`src/hw/imd_regs.svh`:
```
// Register map, field positions and code points of the immediate/move opcode decoder.
// Assumes inclusion by the design modules and the bench by bare name.
`ifndef IMD_REGS_SVH
`define IMD_REGS_SVH
`define IMD_ADDR_W 8
`define IMD_OFS_OPWORD 8'h00
`define IMD_OFS_EXTWORD 8'h04
`define IMD_OFS_CTRL 8'h08
`define IMD_OFS_RESULT0 8'h0c
`define IMD_OFS_RESULT1 8'h10
`define IMD_OFS_COUNT 8'h14
`define IMD_CTRL_RST 1'h1
`define IMD_RESP_OKAY 2'h0
`define IMD_RESP_SLVERR 2'h2
`define IMD_LINE_IMM 4'h0
`define IMD_LINE_MOVB 4'h1
`define IMD_LINE_MOVL 4'h2
`define IMD_LINE_MOVW 4'h3
`define IMD_LINE_MISC 4'h4
`define IMD_LINE_COP 4'hf
`define IMD_SUB_OR 4'h0
`define IMD_SUB_AND 4'h2
`define IMD_SUB_SUB 4'h4
`define IMD_SUB_ADD 4'h6
`define IMD_SUB_BIT 4'h8
`define IMD_SUB_XOR 4'ha
`define IMD_SUB_CMP 4'hc
`define IMD_SUB_ALT 4'he
`define IMD_LOW_CCR 8'h3c
`define IMD_LOW_SR 8'h7c
`define IMD_SIZE_BAD 2'h3
`define IMD_MODE_AREG 3'h1
`define IMD_NEGATE_WITH_EXTEND_HI 4'h0
`define IMD_EXT_DIR_BIT 11
`endif

```
`src/hw/imd_pkg.sv`:
```
// Types shared by the opcode decoder modules.
// Assumes the header of constants is on the include path.
package imd_pkg;
    typedef enum logic [1:0] {
        IMD_SZ_BYTE = 2'h0,
        IMD_SZ_WORD = 2'h1,
        IMD_SZ_LONG = 2'h2,
        IMD_SZ_NONE = 2'h3
    } imd_size_t;
    typedef enum logic [1:0] {
        IMD_BIT_TEST = 2'h0,
        IMD_BIT_CHANGE = 2'h1,
        IMD_BIT_CLEAR = 2'h2,
        IMD_BIT_SET = 2'h3
    } imd_bitop_t;
    typedef enum logic [1:0] {
        IMD_TGT_EA = 2'h0,
        IMD_TGT_CCR = 2'h1,
        IMD_TGT_SR = 2'h2
    } imd_tgt_t;
    typedef enum logic [3:0] {
        IMD_OP_OTHER = 4'h0,
        IMD_OP_OR = 4'h1,
        IMD_OP_AND = 4'h2,
        IMD_OP_SUB = 4'h3,
        IMD_OP_ADD = 4'h4,
        IMD_OP_XOR = 4'h5,
        IMD_OP_CMP = 4'h6,
        IMD_OP_BIT = 4'h7,
        IMD_OP_ALT_MOVE = 4'h8,
        IMD_OP_MOVE = 4'h9,
        IMD_OP_ADDR_MOVE = 4'ha,
        IMD_OP_NEGATE_WITH_EXTEND = 4'hb,
        IMD_OP_COPROC = 4'hc
    } imd_op_t;
endpackage

```
`src/hw/imd_decode.sv`:
```
// Combinational field decoder for one primary word and its first extension word.
// Assumes both words are stable registers in the caller's clock domain.
`timescale 1ns/1ps
`include "imd_regs.svh"
module imd_decode
    import imd_pkg::*;
(
    input wire logic [15:0] word_i, // primary word
    input wire logic [15:0] ext_i, // first extension word
    output imd_op_t op_o, // operation class
    output imd_size_t size_o, // operand size
    output imd_tgt_t tgt_o, // destination kind
    output imd_bitop_t bitop_o, // static bit operation
    output logic dir_o, // transfer direction
    output logic illegal_o, // word must trap
    output logic [2:0] src_mode_o, // source mode
    output logic [2:0] src_reg_o, // source register
    output logic [2:0] dst_mode_o, // destination mode
    output logic [2:0] dst_reg_o // destination register
);
    logic [3:0] line;
    logic [3:0] sub;
    logic [1:0] szf;
    assign line = word_i[15:12];
    assign sub = word_i[11:8];
    assign szf = word_i[7:6];

    always_comb begin
        op_o = IMD_OP_OTHER;
        size_o = IMD_SZ_NONE;
        tgt_o = IMD_TGT_EA;
        bitop_o = IMD_BIT_TEST;
        dir_o = 1'b0;
        illegal_o = 1'b0;
        src_mode_o = word_i[5:3];
        src_reg_o = word_i[2:0];
        dst_mode_o = word_i[5:3];
        dst_reg_o = word_i[2:0];
        unique case (line)
            `IMD_LINE_IMM: begin
                if (!word_i[8]) begin
                    size_o = imd_size_t'(szf);
                    illegal_o = (szf == `IMD_SIZE_BAD);
                    unique case (sub)
                        `IMD_SUB_OR: op_o = IMD_OP_OR;
                        `IMD_SUB_AND: op_o = IMD_OP_AND;
                        `IMD_SUB_SUB: op_o = IMD_OP_SUB;
                        `IMD_SUB_ADD: op_o = IMD_OP_ADD;
                        `IMD_SUB_XOR: op_o = IMD_OP_XOR;
                        `IMD_SUB_CMP: op_o = IMD_OP_CMP;
                        `IMD_SUB_ALT: begin
                            op_o = IMD_OP_ALT_MOVE;
                            dir_o = ext_i[`IMD_EXT_DIR_BIT];
                        end
                        `IMD_SUB_BIT: begin
                            op_o = IMD_OP_BIT;
                            size_o = IMD_SZ_NONE;
                            illegal_o = 1'b0;
                            bitop_o = imd_bitop_t'(szf);
                        end
                        default: begin
                            op_o = IMD_OP_OTHER;
                            size_o = IMD_SZ_NONE;
                            illegal_o = 1'b0;
                        end
                    endcase
                    // The status forms reuse size codes, so they are split out after the trap check and override the target and size.
                    if (sub == `IMD_SUB_OR || sub == `IMD_SUB_AND || sub == `IMD_SUB_XOR) begin
                        if (word_i[7:0] == `IMD_LOW_CCR) begin
                            tgt_o = IMD_TGT_CCR;
                            size_o = IMD_SZ_BYTE;
                        end else if (word_i[7:0] == `IMD_LOW_SR) begin
                            tgt_o = IMD_TGT_SR;
                            size_o = IMD_SZ_WORD;
                        end
                    end
                end
            end
            `IMD_LINE_MOVB, `IMD_LINE_MOVL, `IMD_LINE_MOVW: begin
                dst_reg_o = word_i[11:9];
                dst_mode_o = word_i[8:6];
                op_o = (word_i[8:6] == `IMD_MODE_AREG) ? IMD_OP_ADDR_MOVE : IMD_OP_MOVE;
                unique case (line)
                    `IMD_LINE_MOVB: size_o = IMD_SZ_BYTE;
                    `IMD_LINE_MOVL: size_o = IMD_SZ_LONG;
                    default: size_o = IMD_SZ_WORD;
                endcase
                // An address-register destination takes no byte operand.
                illegal_o = (line == `IMD_LINE_MOVB) && (word_i[8:6] == `IMD_MODE_AREG);
            end
            `IMD_LINE_MISC: begin
                if (sub == `IMD_NEGATE_WITH_EXTEND_HI && szf != `IMD_SIZE_BAD) begin
                    op_o = IMD_OP_NEGATE_WITH_EXTEND;
                    size_o = imd_size_t'(szf);
                end
            end
            `IMD_LINE_COP: op_o = IMD_OP_COPROC;
            default: op_o = IMD_OP_OTHER;
        endcase
    end
endmodule

```
`src/hw/imd_top.sv`:
```
// AXI4-Lite wrapper of the opcode decoder: word registers, decode capture and result readback.
// Assumes one clock; the fetch port and the bus master share it.
`timescale 1ns/1ps
`include "imd_regs.svh"
module imd_top
    import imd_pkg::*;
(
    input wire logic clk_i, // 100 MHz clock
    input wire logic rst_n_i, // async reset, active low
    input wire logic fetch_valid_i, // fetch offers a word pair
    input wire logic [15:0] fetch_word_i, // fetched primary word
    input wire logic [15:0] fetch_ext_i, // fetched extension word
    output logic dec_valid_o, // decode result pulse
    output logic [3:0] dec_op_o, // decoded operation
    output logic [1:0] dec_size_o, // decoded size
    output logic dec_illegal_o, // illegal word
    input wire logic [7:0] s_axi_awaddr, // write address
    input wire logic s_axi_awvalid, // write address valid
    output logic s_axi_awready, // write address ready
    input wire logic [31:0] s_axi_wdata, // write data
    input wire logic [3:0] s_axi_wstrb, // write strobes
    input wire logic s_axi_wvalid, // write data valid
    output logic s_axi_wready, // write data ready
    output logic [1:0] s_axi_bresp, // write response
    output logic s_axi_bvalid, // write response valid
    input wire logic s_axi_bready, // write response ready
    input wire logic [7:0] s_axi_araddr, // read address
    input wire logic s_axi_arvalid, // read address valid
    output logic s_axi_arready, // read address ready
    output logic [31:0] s_axi_rdata, // read data
    output logic [1:0] s_axi_rresp, // read response
    output logic s_axi_rvalid, // read data valid
    input wire logic s_axi_rready // read data ready
);
    logic rst_sync1_ff;
    logic rst_sync2_ff;
    logic rst_n;
    always_ff @(posedge clk_i or negedge rst_n_i) begin
        if (!rst_n_i) begin
            rst_sync1_ff <= 1'b0;
            rst_sync2_ff <= 1'b0;
        end else begin
            rst_sync1_ff <= 1'b1;
            rst_sync2_ff <= rst_sync1_ff;
        end
    end
    assign rst_n = rst_sync2_ff;

    // Write channel: address and data are latched independently, in either order.
    logic aw_held_ff;
    logic w_held_ff;
    logic awready_ff;
    logic wready_ff;
    logic [7:0] aw_addr_ff;
    logic [31:0] w_data_ff;
    logic [3:0] w_strb_ff;
    logic bvalid_ff;
    logic [1:0] bresp_ff;
    logic do_write;
    logic wr_map;
    assign do_write = aw_held_ff && w_held_ff && !bvalid_ff;
    assign wr_map = (aw_addr_ff == `IMD_OFS_OPWORD) || (aw_addr_ff == `IMD_OFS_EXTWORD) ||
                    (aw_addr_ff == `IMD_OFS_CTRL);
    // The ready flags are flops of their own, so that no gate stands between a flop and the bus.
    assign s_axi_awready = awready_ff;
    assign s_axi_wready = wready_ff;
    assign s_axi_bvalid = bvalid_ff;
    assign s_axi_bresp = bresp_ff;

    always_ff @(posedge clk_i or negedge rst_n) begin
        if (!rst_n) begin
            aw_held_ff <= 1'b0;
            w_held_ff <= 1'b0;
            awready_ff <= 1'b1;
            wready_ff <= 1'b1;
            aw_addr_ff <= 8'h00;
            w_data_ff <= 32'h0;
            w_strb_ff <= 4'h0;
            bvalid_ff <= 1'b0;
            bresp_ff <= `IMD_RESP_OKAY;
        end else begin
            if (s_axi_awvalid && !aw_held_ff) begin
                aw_held_ff <= 1'b1;
                awready_ff <= 1'b0;
                aw_addr_ff <= {s_axi_awaddr[7:2], 2'h0};
            end
            if (s_axi_wvalid && !w_held_ff) begin
                w_held_ff <= 1'b1;
                wready_ff <= 1'b0;
                w_data_ff <= s_axi_wdata;
                w_strb_ff <= s_axi_wstrb;
            end
            if (do_write) begin
                bvalid_ff <= 1'b1;
                bresp_ff <= wr_map ? `IMD_RESP_OKAY : `IMD_RESP_SLVERR;
            end else if (bvalid_ff && s_axi_bready) begin
                bvalid_ff <= 1'b0;
                awready_ff <= 1'b1;
                wready_ff <= 1'b1;
                aw_held_ff <= 1'b0;
                w_held_ff <= 1'b0;
            end
        end
    end

    // Word and control registers; a fetch offer wins over a software write in the same cycle.
    logic [15:0] opword_ff;
    logic [15:0] extword_ff;
    logic enable_ff;
    logic pending_ff;
    logic sw_op;
    logic sw_ext;
    assign sw_op = do_write && (aw_addr_ff == `IMD_OFS_OPWORD);
    assign sw_ext = do_write && (aw_addr_ff == `IMD_OFS_EXTWORD);

    function automatic logic [15:0] merge16(input logic [15:0] old, input logic [31:0] d, input logic [3:0] s);
        merge16 = {s[1] ? d[15:8] : old[15:8], s[0] ? d[7:0] : old[7:0]};
    endfunction

    always_ff @(posedge clk_i or negedge rst_n) begin
        if (!rst_n) begin
            opword_ff <= 16'h0;
            extword_ff <= 16'h0;
        end else if (fetch_valid_i) begin
            opword_ff <= fetch_word_i;
            extword_ff <= fetch_ext_i;
        end else begin
            if (sw_op) begin
                opword_ff <= merge16(opword_ff, w_data_ff, w_strb_ff);
            end
            if (sw_ext) begin
                extword_ff <= merge16(extword_ff, w_data_ff, w_strb_ff);
            end
        end
    end

    always_ff @(posedge clk_i or negedge rst_n) begin
        if (!rst_n) begin
            enable_ff <= `IMD_CTRL_RST;
        end else if (do_write && aw_addr_ff == `IMD_OFS_CTRL && w_strb_ff[0]) begin
            enable_ff <= w_data_ff[0];
        end
    end

    // Loading the primary word arms one decode; the extension word alone does not.
    always_ff @(posedge clk_i or negedge rst_n) begin
        if (!rst_n) begin
            pending_ff <= 1'b0;
        end else begin
            pending_ff <= fetch_valid_i || (sw_op && w_strb_ff[1:0] != 2'h0);
        end
    end

    imd_op_t d_op;
    imd_size_t d_size;
    imd_tgt_t d_tgt;
    imd_bitop_t d_bitop;
    logic d_dir;
    logic d_illegal;
    logic [2:0] d_src_mode;
    logic [2:0] d_src_reg;
    logic [2:0] d_dst_mode;
    logic [2:0] d_dst_reg;

    imd_decode u_decode (
        .word_i(opword_ff),
        .ext_i(extword_ff),
        .op_o(d_op),
        .size_o(d_size),
        .tgt_o(d_tgt),
        .bitop_o(d_bitop),
        .dir_o(d_dir),
        .illegal_o(d_illegal),
        .src_mode_o(d_src_mode),
        .src_reg_o(d_src_reg),
        .dst_mode_o(d_dst_mode),
        .dst_reg_o(d_dst_reg)
    );

    // Captured results; with the enable clear the last result is kept and no pulse is sent.
    logic [31:0] result0_ff;
    logic [31:0] result1_ff;
    logic [15:0] count_ff;
    logic capture;
    assign capture = pending_ff && enable_ff;

    always_ff @(posedge clk_i or negedge rst_n) begin
        if (!rst_n) begin
            result0_ff <= 32'h0;
            result1_ff <= 32'h0;
            dec_valid_o <= 1'b0;
            dec_op_o <= 4'h0;
            dec_size_o <= 2'h3;
            dec_illegal_o <= 1'b0;
        end else begin
            dec_valid_o <= capture;
            if (capture) begin
                result0_ff <= {15'h0, 1'b1, opword_ff[15:12], d_illegal, d_dir, d_bitop, d_tgt, d_size, d_op};
                result1_ff <= {8'h0, extword_ff[7:0], extword_ff[15:12], d_dst_mode, d_dst_reg,
                               d_src_mode, d_src_reg};
                dec_op_o <= d_op;
                dec_size_o <= d_size;
                dec_illegal_o <= d_illegal;
            end
        end
    end

    always_ff @(posedge clk_i or negedge rst_n) begin
        if (!rst_n) begin
            count_ff <= 16'h0;
        end else if (capture) begin
            count_ff <= count_ff + 16'h1;
        end
    end

    // Read channel: one read in flight, answered the cycle after the address is taken.
    logic rvalid_ff;
    logic arready_ff;
    logic [31:0] rdata_ff;
    logic [1:0] rresp_ff;
    logic [31:0] rd_mux;
    logic rd_hit;
    assign s_axi_arready = arready_ff;
    assign s_axi_rvalid = rvalid_ff;
    assign s_axi_rdata = rdata_ff;
    assign s_axi_rresp = rresp_ff;

    always_comb begin
        rd_hit = 1'b1;
        rd_mux = 32'h0;
        unique case ({s_axi_araddr[7:2], 2'h0})
            `IMD_OFS_OPWORD: rd_mux = {16'h0, opword_ff};
            `IMD_OFS_EXTWORD: rd_mux = {16'h0, extword_ff};
            `IMD_OFS_CTRL: rd_mux = {31'h0, enable_ff};
            `IMD_OFS_RESULT0: rd_mux = result0_ff;
            `IMD_OFS_RESULT1: rd_mux = result1_ff;
            `IMD_OFS_COUNT: rd_mux = {16'h0, count_ff};
            default: rd_hit = 1'b0;
        endcase
    end

    always_ff @(posedge clk_i or negedge rst_n) begin
        if (!rst_n) begin
            rvalid_ff <= 1'b0;
            rdata_ff <= 32'h0;
            rresp_ff <= `IMD_RESP_OKAY;
            arready_ff <= 1'b1;
        end else if (s_axi_arvalid && !rvalid_ff) begin
            rvalid_ff <= 1'b1;
            arready_ff <= 1'b0;
            rdata_ff <= rd_mux;
            rresp_ff <= rd_hit ? `IMD_RESP_OKAY : `IMD_RESP_SLVERR;
        end else if (rvalid_ff && s_axi_rready) begin
            rvalid_ff <= 1'b0;
            arready_ff <= 1'b1;
        end
    end
endmodule

```
`config.mk`:
```
export PLATFORM = sky130hd
export DESIGN_NAME = imd_top
export DESIGN_NICKNAME = d
export VERILOG_FILES = /design/src/hw/imd_pkg.sv /design/src/hw/imd_decode.sv /design/src/hw/imd_top.sv
export VERILOG_INCLUDE_DIRS = /design/src /design/src/hw
export SDC_FILE = /design/constraint.sdc
export NUM_CORES = 1
export LEC_CHECK = 0
export ABC_CLOCK_PERIOD_IN_PS = 8800
export BUFFER_PORTS_ARGS = -buffer_cell sky130_fd_sc_hd__buf_2
export CORE_ASPECT_RATIO = 0.8
export CORE_MARGIN = 1
export CORE_UTILIZATION = 30
export DETAILED_ROUTE_END_ITERATION = 16
export GPL_TIMING_DRIVEN = 1
export SLEW_MARGIN = 25
export SYNTH_ARGS = -nofsm -noshare
export SYNTH_HDL_FRONTEND = slang
export SYNTH_HIERARCHICAL = 1
export SYNTH_SLANG_ARGS = --single-unit
```
`constraint.sdc`:
```
create_clock -name clk_i -period 8.8 [get_ports clk_i]
set_clock_uncertainty 0.15 [all_clocks]
set_input_delay 1.76 -clock clk_i [delete_from_list [all_inputs] [get_ports clk_i]]
set_output_delay 1.76 -clock clk_i [all_outputs]
set_load 0.02 [all_outputs]
```
==> flow_summary.ini <==
[status]
status = complete, no violations

[finish]
area.growth.synth_to_final_pct = 17.1
n_fill_cell = 2423
fin_nets = 855
drive_above_1_share = 0.330
multi_input_area_mm2 = 0.00312
regArea_mm2 = 0.00384

[routing]
drtIter0Drc = 509
num_vias = 5357
routed_wl_um = 18700
drc = 0
drt_pass1_iterations = 5
via_per_inst = 4.91
drtAntennaViolNets = 0
wl_per_cell_um = 17.1

[global_routing]
grt_overflow = 0
antenna_found_initial = 6
grt_usage = 0.158
grt_max_degree = 73
grt_pass1_vias = 5246
grt_pass1_wl_um = 30100

[placed_design]
finalWeightedCongestion = 0.816
place_hpwl_um = 13000
dpl_worst_slack_ns = 4.62
portBuffers = 108

[run]
drv_cap = 0

[sta]
setup_viol = 0
hold_violations = 0
fin_ws_ns = 5.01
relSlewSlack = 0.297
max_freq_mhz = 264
min_period_over_period = 0.430
worst_slew_pin_slew_ns = 1.05
finalSetupTns_ns = 0
finalCriticalPeriod_ns = 3.79
rsz0062_at_grt = no
finalMaxSlewViolations = 0

[clocking]
clk_pin_slew_ns = 0.06
clk_latency_ns = 0.42
cts_setup_buffers = 0
numCtsBuffers = 17
clock_sinks = 153
cts_max_level = 4
cts.hold.buffers_added = 0
cts_buffer_depth = 2
cts_resized = 0
cts_tree = yes
clockRootBuffer = clkbuf_16

[pwr]
switchingPower_w = 0.000670
comb_power_share = 0.193
powerDensity_mw_per_mm2 = 251
pwr-share-seq = 0.482
p_int_w = 0.00148
worst_ir_drop_vdd_uv = 145
swShare = 0.312
power_frac_clock = 0.325
leakagePower_nw = 3.92

[worst_setup_path]
cp_data_required_time_ns = 9.00
arrival_ns = 3.98
path_class = input pin to flip-flop
reg2reg_from = rst_n
cp-start-kind = input pin
setup.worst_path.start = s_axi_araddr[3]
path_max_fanout = 22
end_kind = flip-flop

[synthesis]
synth_top_area_cell = dfrtp_1
synth-main-ff-cell = dfrtp_1
synth_warnings = 6
synthCells = 678
avgSynthCellArea_um2 = 10.8
ys_types = 63
synth_edf_count = 0
synth.most_common_cell = nand2_1
synth_area_leaders = dfrtp_1 (50%), mux2_2 (12%), nand2_1 (8.4%), buf_4 (2.3%), dfstp_2 (2.2%)
ys_ff_latch = 153
yosysTopAreaCellShare = 0.504
async_flop_share = 1.00
netlist_area_mm2 = 0.00729
synth-seq-area-share = 0.526
synth_commonest_cells = nand2_1 (164), dfrtp_1 (147), mux2_2 (78)

[floorplan]
io_pins = 141
dieArea_mm2 = 0.0249
core_area_mm2 = 0.0236
dieWidth_um = 176
initial_core_util = 0.308
rows = 50
die_h_um = 141

[min_path]
hold_class = flip-flop to async pin
-- path summary, 6_finish.rpt --
| path | to | slack [ns] | cells after the start |
|---|---|---|---|
| setup / recovery | s_axi_rdata[14] | 5.01 | 5 |
| hold / removal | s_axi_rdata[5] | 0.05 | 0 |
| setup reg to reg | opword_ff[7] | 6.47 | 2 |
| hold reg to reg | s_axi_rdata[5] | 0.05 | 0 |
| max in group asynchronous | opword_ff[7] | 6.47 | 2 |
| min in group clk_i | rst_n | 0.20 | 0 |
-- area by class of cell --
| type | count | area share |
|---|---|---|
| Antenna cell | 3 | 0.000879 |
| Clock buffer | 21 | 0.0539 |
| Clock inverter | 11 | 0.0114 |
| Inverter | 12 | 0.00528 |
| Multi-Input combinational cell | 465 | 0.365 |
| Sequential cell | 153 | 0.450 |
| Tap cell | 312 | 0.0457 |
| Timing Repair Buffer | 113 | 0.0677 |
-- cells in the final DEF (no fill, tap or decap), types with 3 or more instances in the layout --
| cell type | n |
|---|---|
| a22oi_1 | 15 |
| o21ai_0 | 20 |
| clkbuf_16 | 17 |
| nor4_1 | 4 |
| nor2_1 | 11 |
| nand2_1 | 164 |
| nand2b_1 | 12 |
| o21ai_1 | 20 |
| conb_1 | 11 |
| xor2_1 | 7 |
| clkinvlp_4 | 4 |
| nor3_4 | 3 |
| mux2_2 | 78 |
| nor3b_1 | 3 |
| inv_1 | 11 |
| a21oi_1 | 7 |
| nand3_1 | 9 |
| clkinv_2 | 4 |
| a222oi_1 | 13 |
| nand4_1 | 8 |
| mux2i_1 | 10 |
| diode_2 | 3 |
| dfrtp_1 | 146 |
| buf_4 | 5 |
| buf_2 | 108 |
| o221a_2 | 8 |
| nor3_1 | 7 |
| dfstp_2 | 6 |
| xnor2_1 | 10 |
-- critical path, stage by stage --
cell and delay (ns):
buf_2 0.15, or4_4 0.57, nor3b_4 0.87, a222oi_1 0.41
o21ai_1 0.21
-- metrics by stage --
| step | std cells | power [W] | hold slack (ns) | util | instance area, um^2 |
|---|---|---|---|---|---|
| detailed placement | 1055 | 0.00146 | 0.0526 | 0.337 | 7970 |
| finish | 1090 | 0.00214 | 0.0483 | 0.361 | 8540 |
| floorplan | 687 | 0.00133 | 0.181 | - | 7330 |
| CTS | 1087 | 0.00216 | 0.0583 | 0.361 | 8530 |
| global placement | 1055 | 0.00145 | 0.0545 | 0.337 | 7970 |
| global route | 1088 | 0.00226 | 0.0737 | 0.361 | 8530 |
-- metal layers --
layer | track usage | vias up | share of wire
met3 | 0.0514 | 21 | 0.074
met2 | 0.215 | 171 | 0.40
met1 | 0.238 | 2643 | 0.51
li1 | - | 2518 | -
met5 | 0 | - | 0.0017
met4 | 0.0375 | 4 | 0.0085
-- flip-flops by register name, indices dropped and copies added (netlist names), 2 cells and up --
| name | flops |
|---|---|
| result1_ff | 24 |
| dec_op_o | 3 |
| w_strb_ff | 2 |
| s_axi_rdata | 24 |
| opword_ff | 16 |
| result0_ff | 14 |
| extword_ff | 16 |
| count_ff | 16 |
| dec_size_o | 2 |
| aw_addr_ff | 6 |
| w_data_ff | 16 |
-- logic make-up after synthesis --
| group | synth area share |
|---|---|
| adders and majority gates | 0.00172 |
| DFF | 0.526 |
| muxes | 0.137 |
| and+or+nand+nor | 0.166 |
| xor gates and xnor gates | 0.0204 |
| buffers and inverters | 0.0518 |
| AOI/OAI and AO/OA | 0.0957 |
| other | 0.00103 |
-- power by group through the flow --
stage          registers [W]  logic (W)  clock network, W
6_report             0.00103   0.000413          0.000698
5_1_grt              0.00106   0.000465          0.000739
4_1_cts              0.00103   0.000418          0.000708
3_5_place_dp         0.00104   0.000414                 0
3_3_place_gp         0.00104   0.000407                 0
2_1_floorplan        0.00102   0.000312                 0
Note: power is estimated with default switching activity, not from simulation.
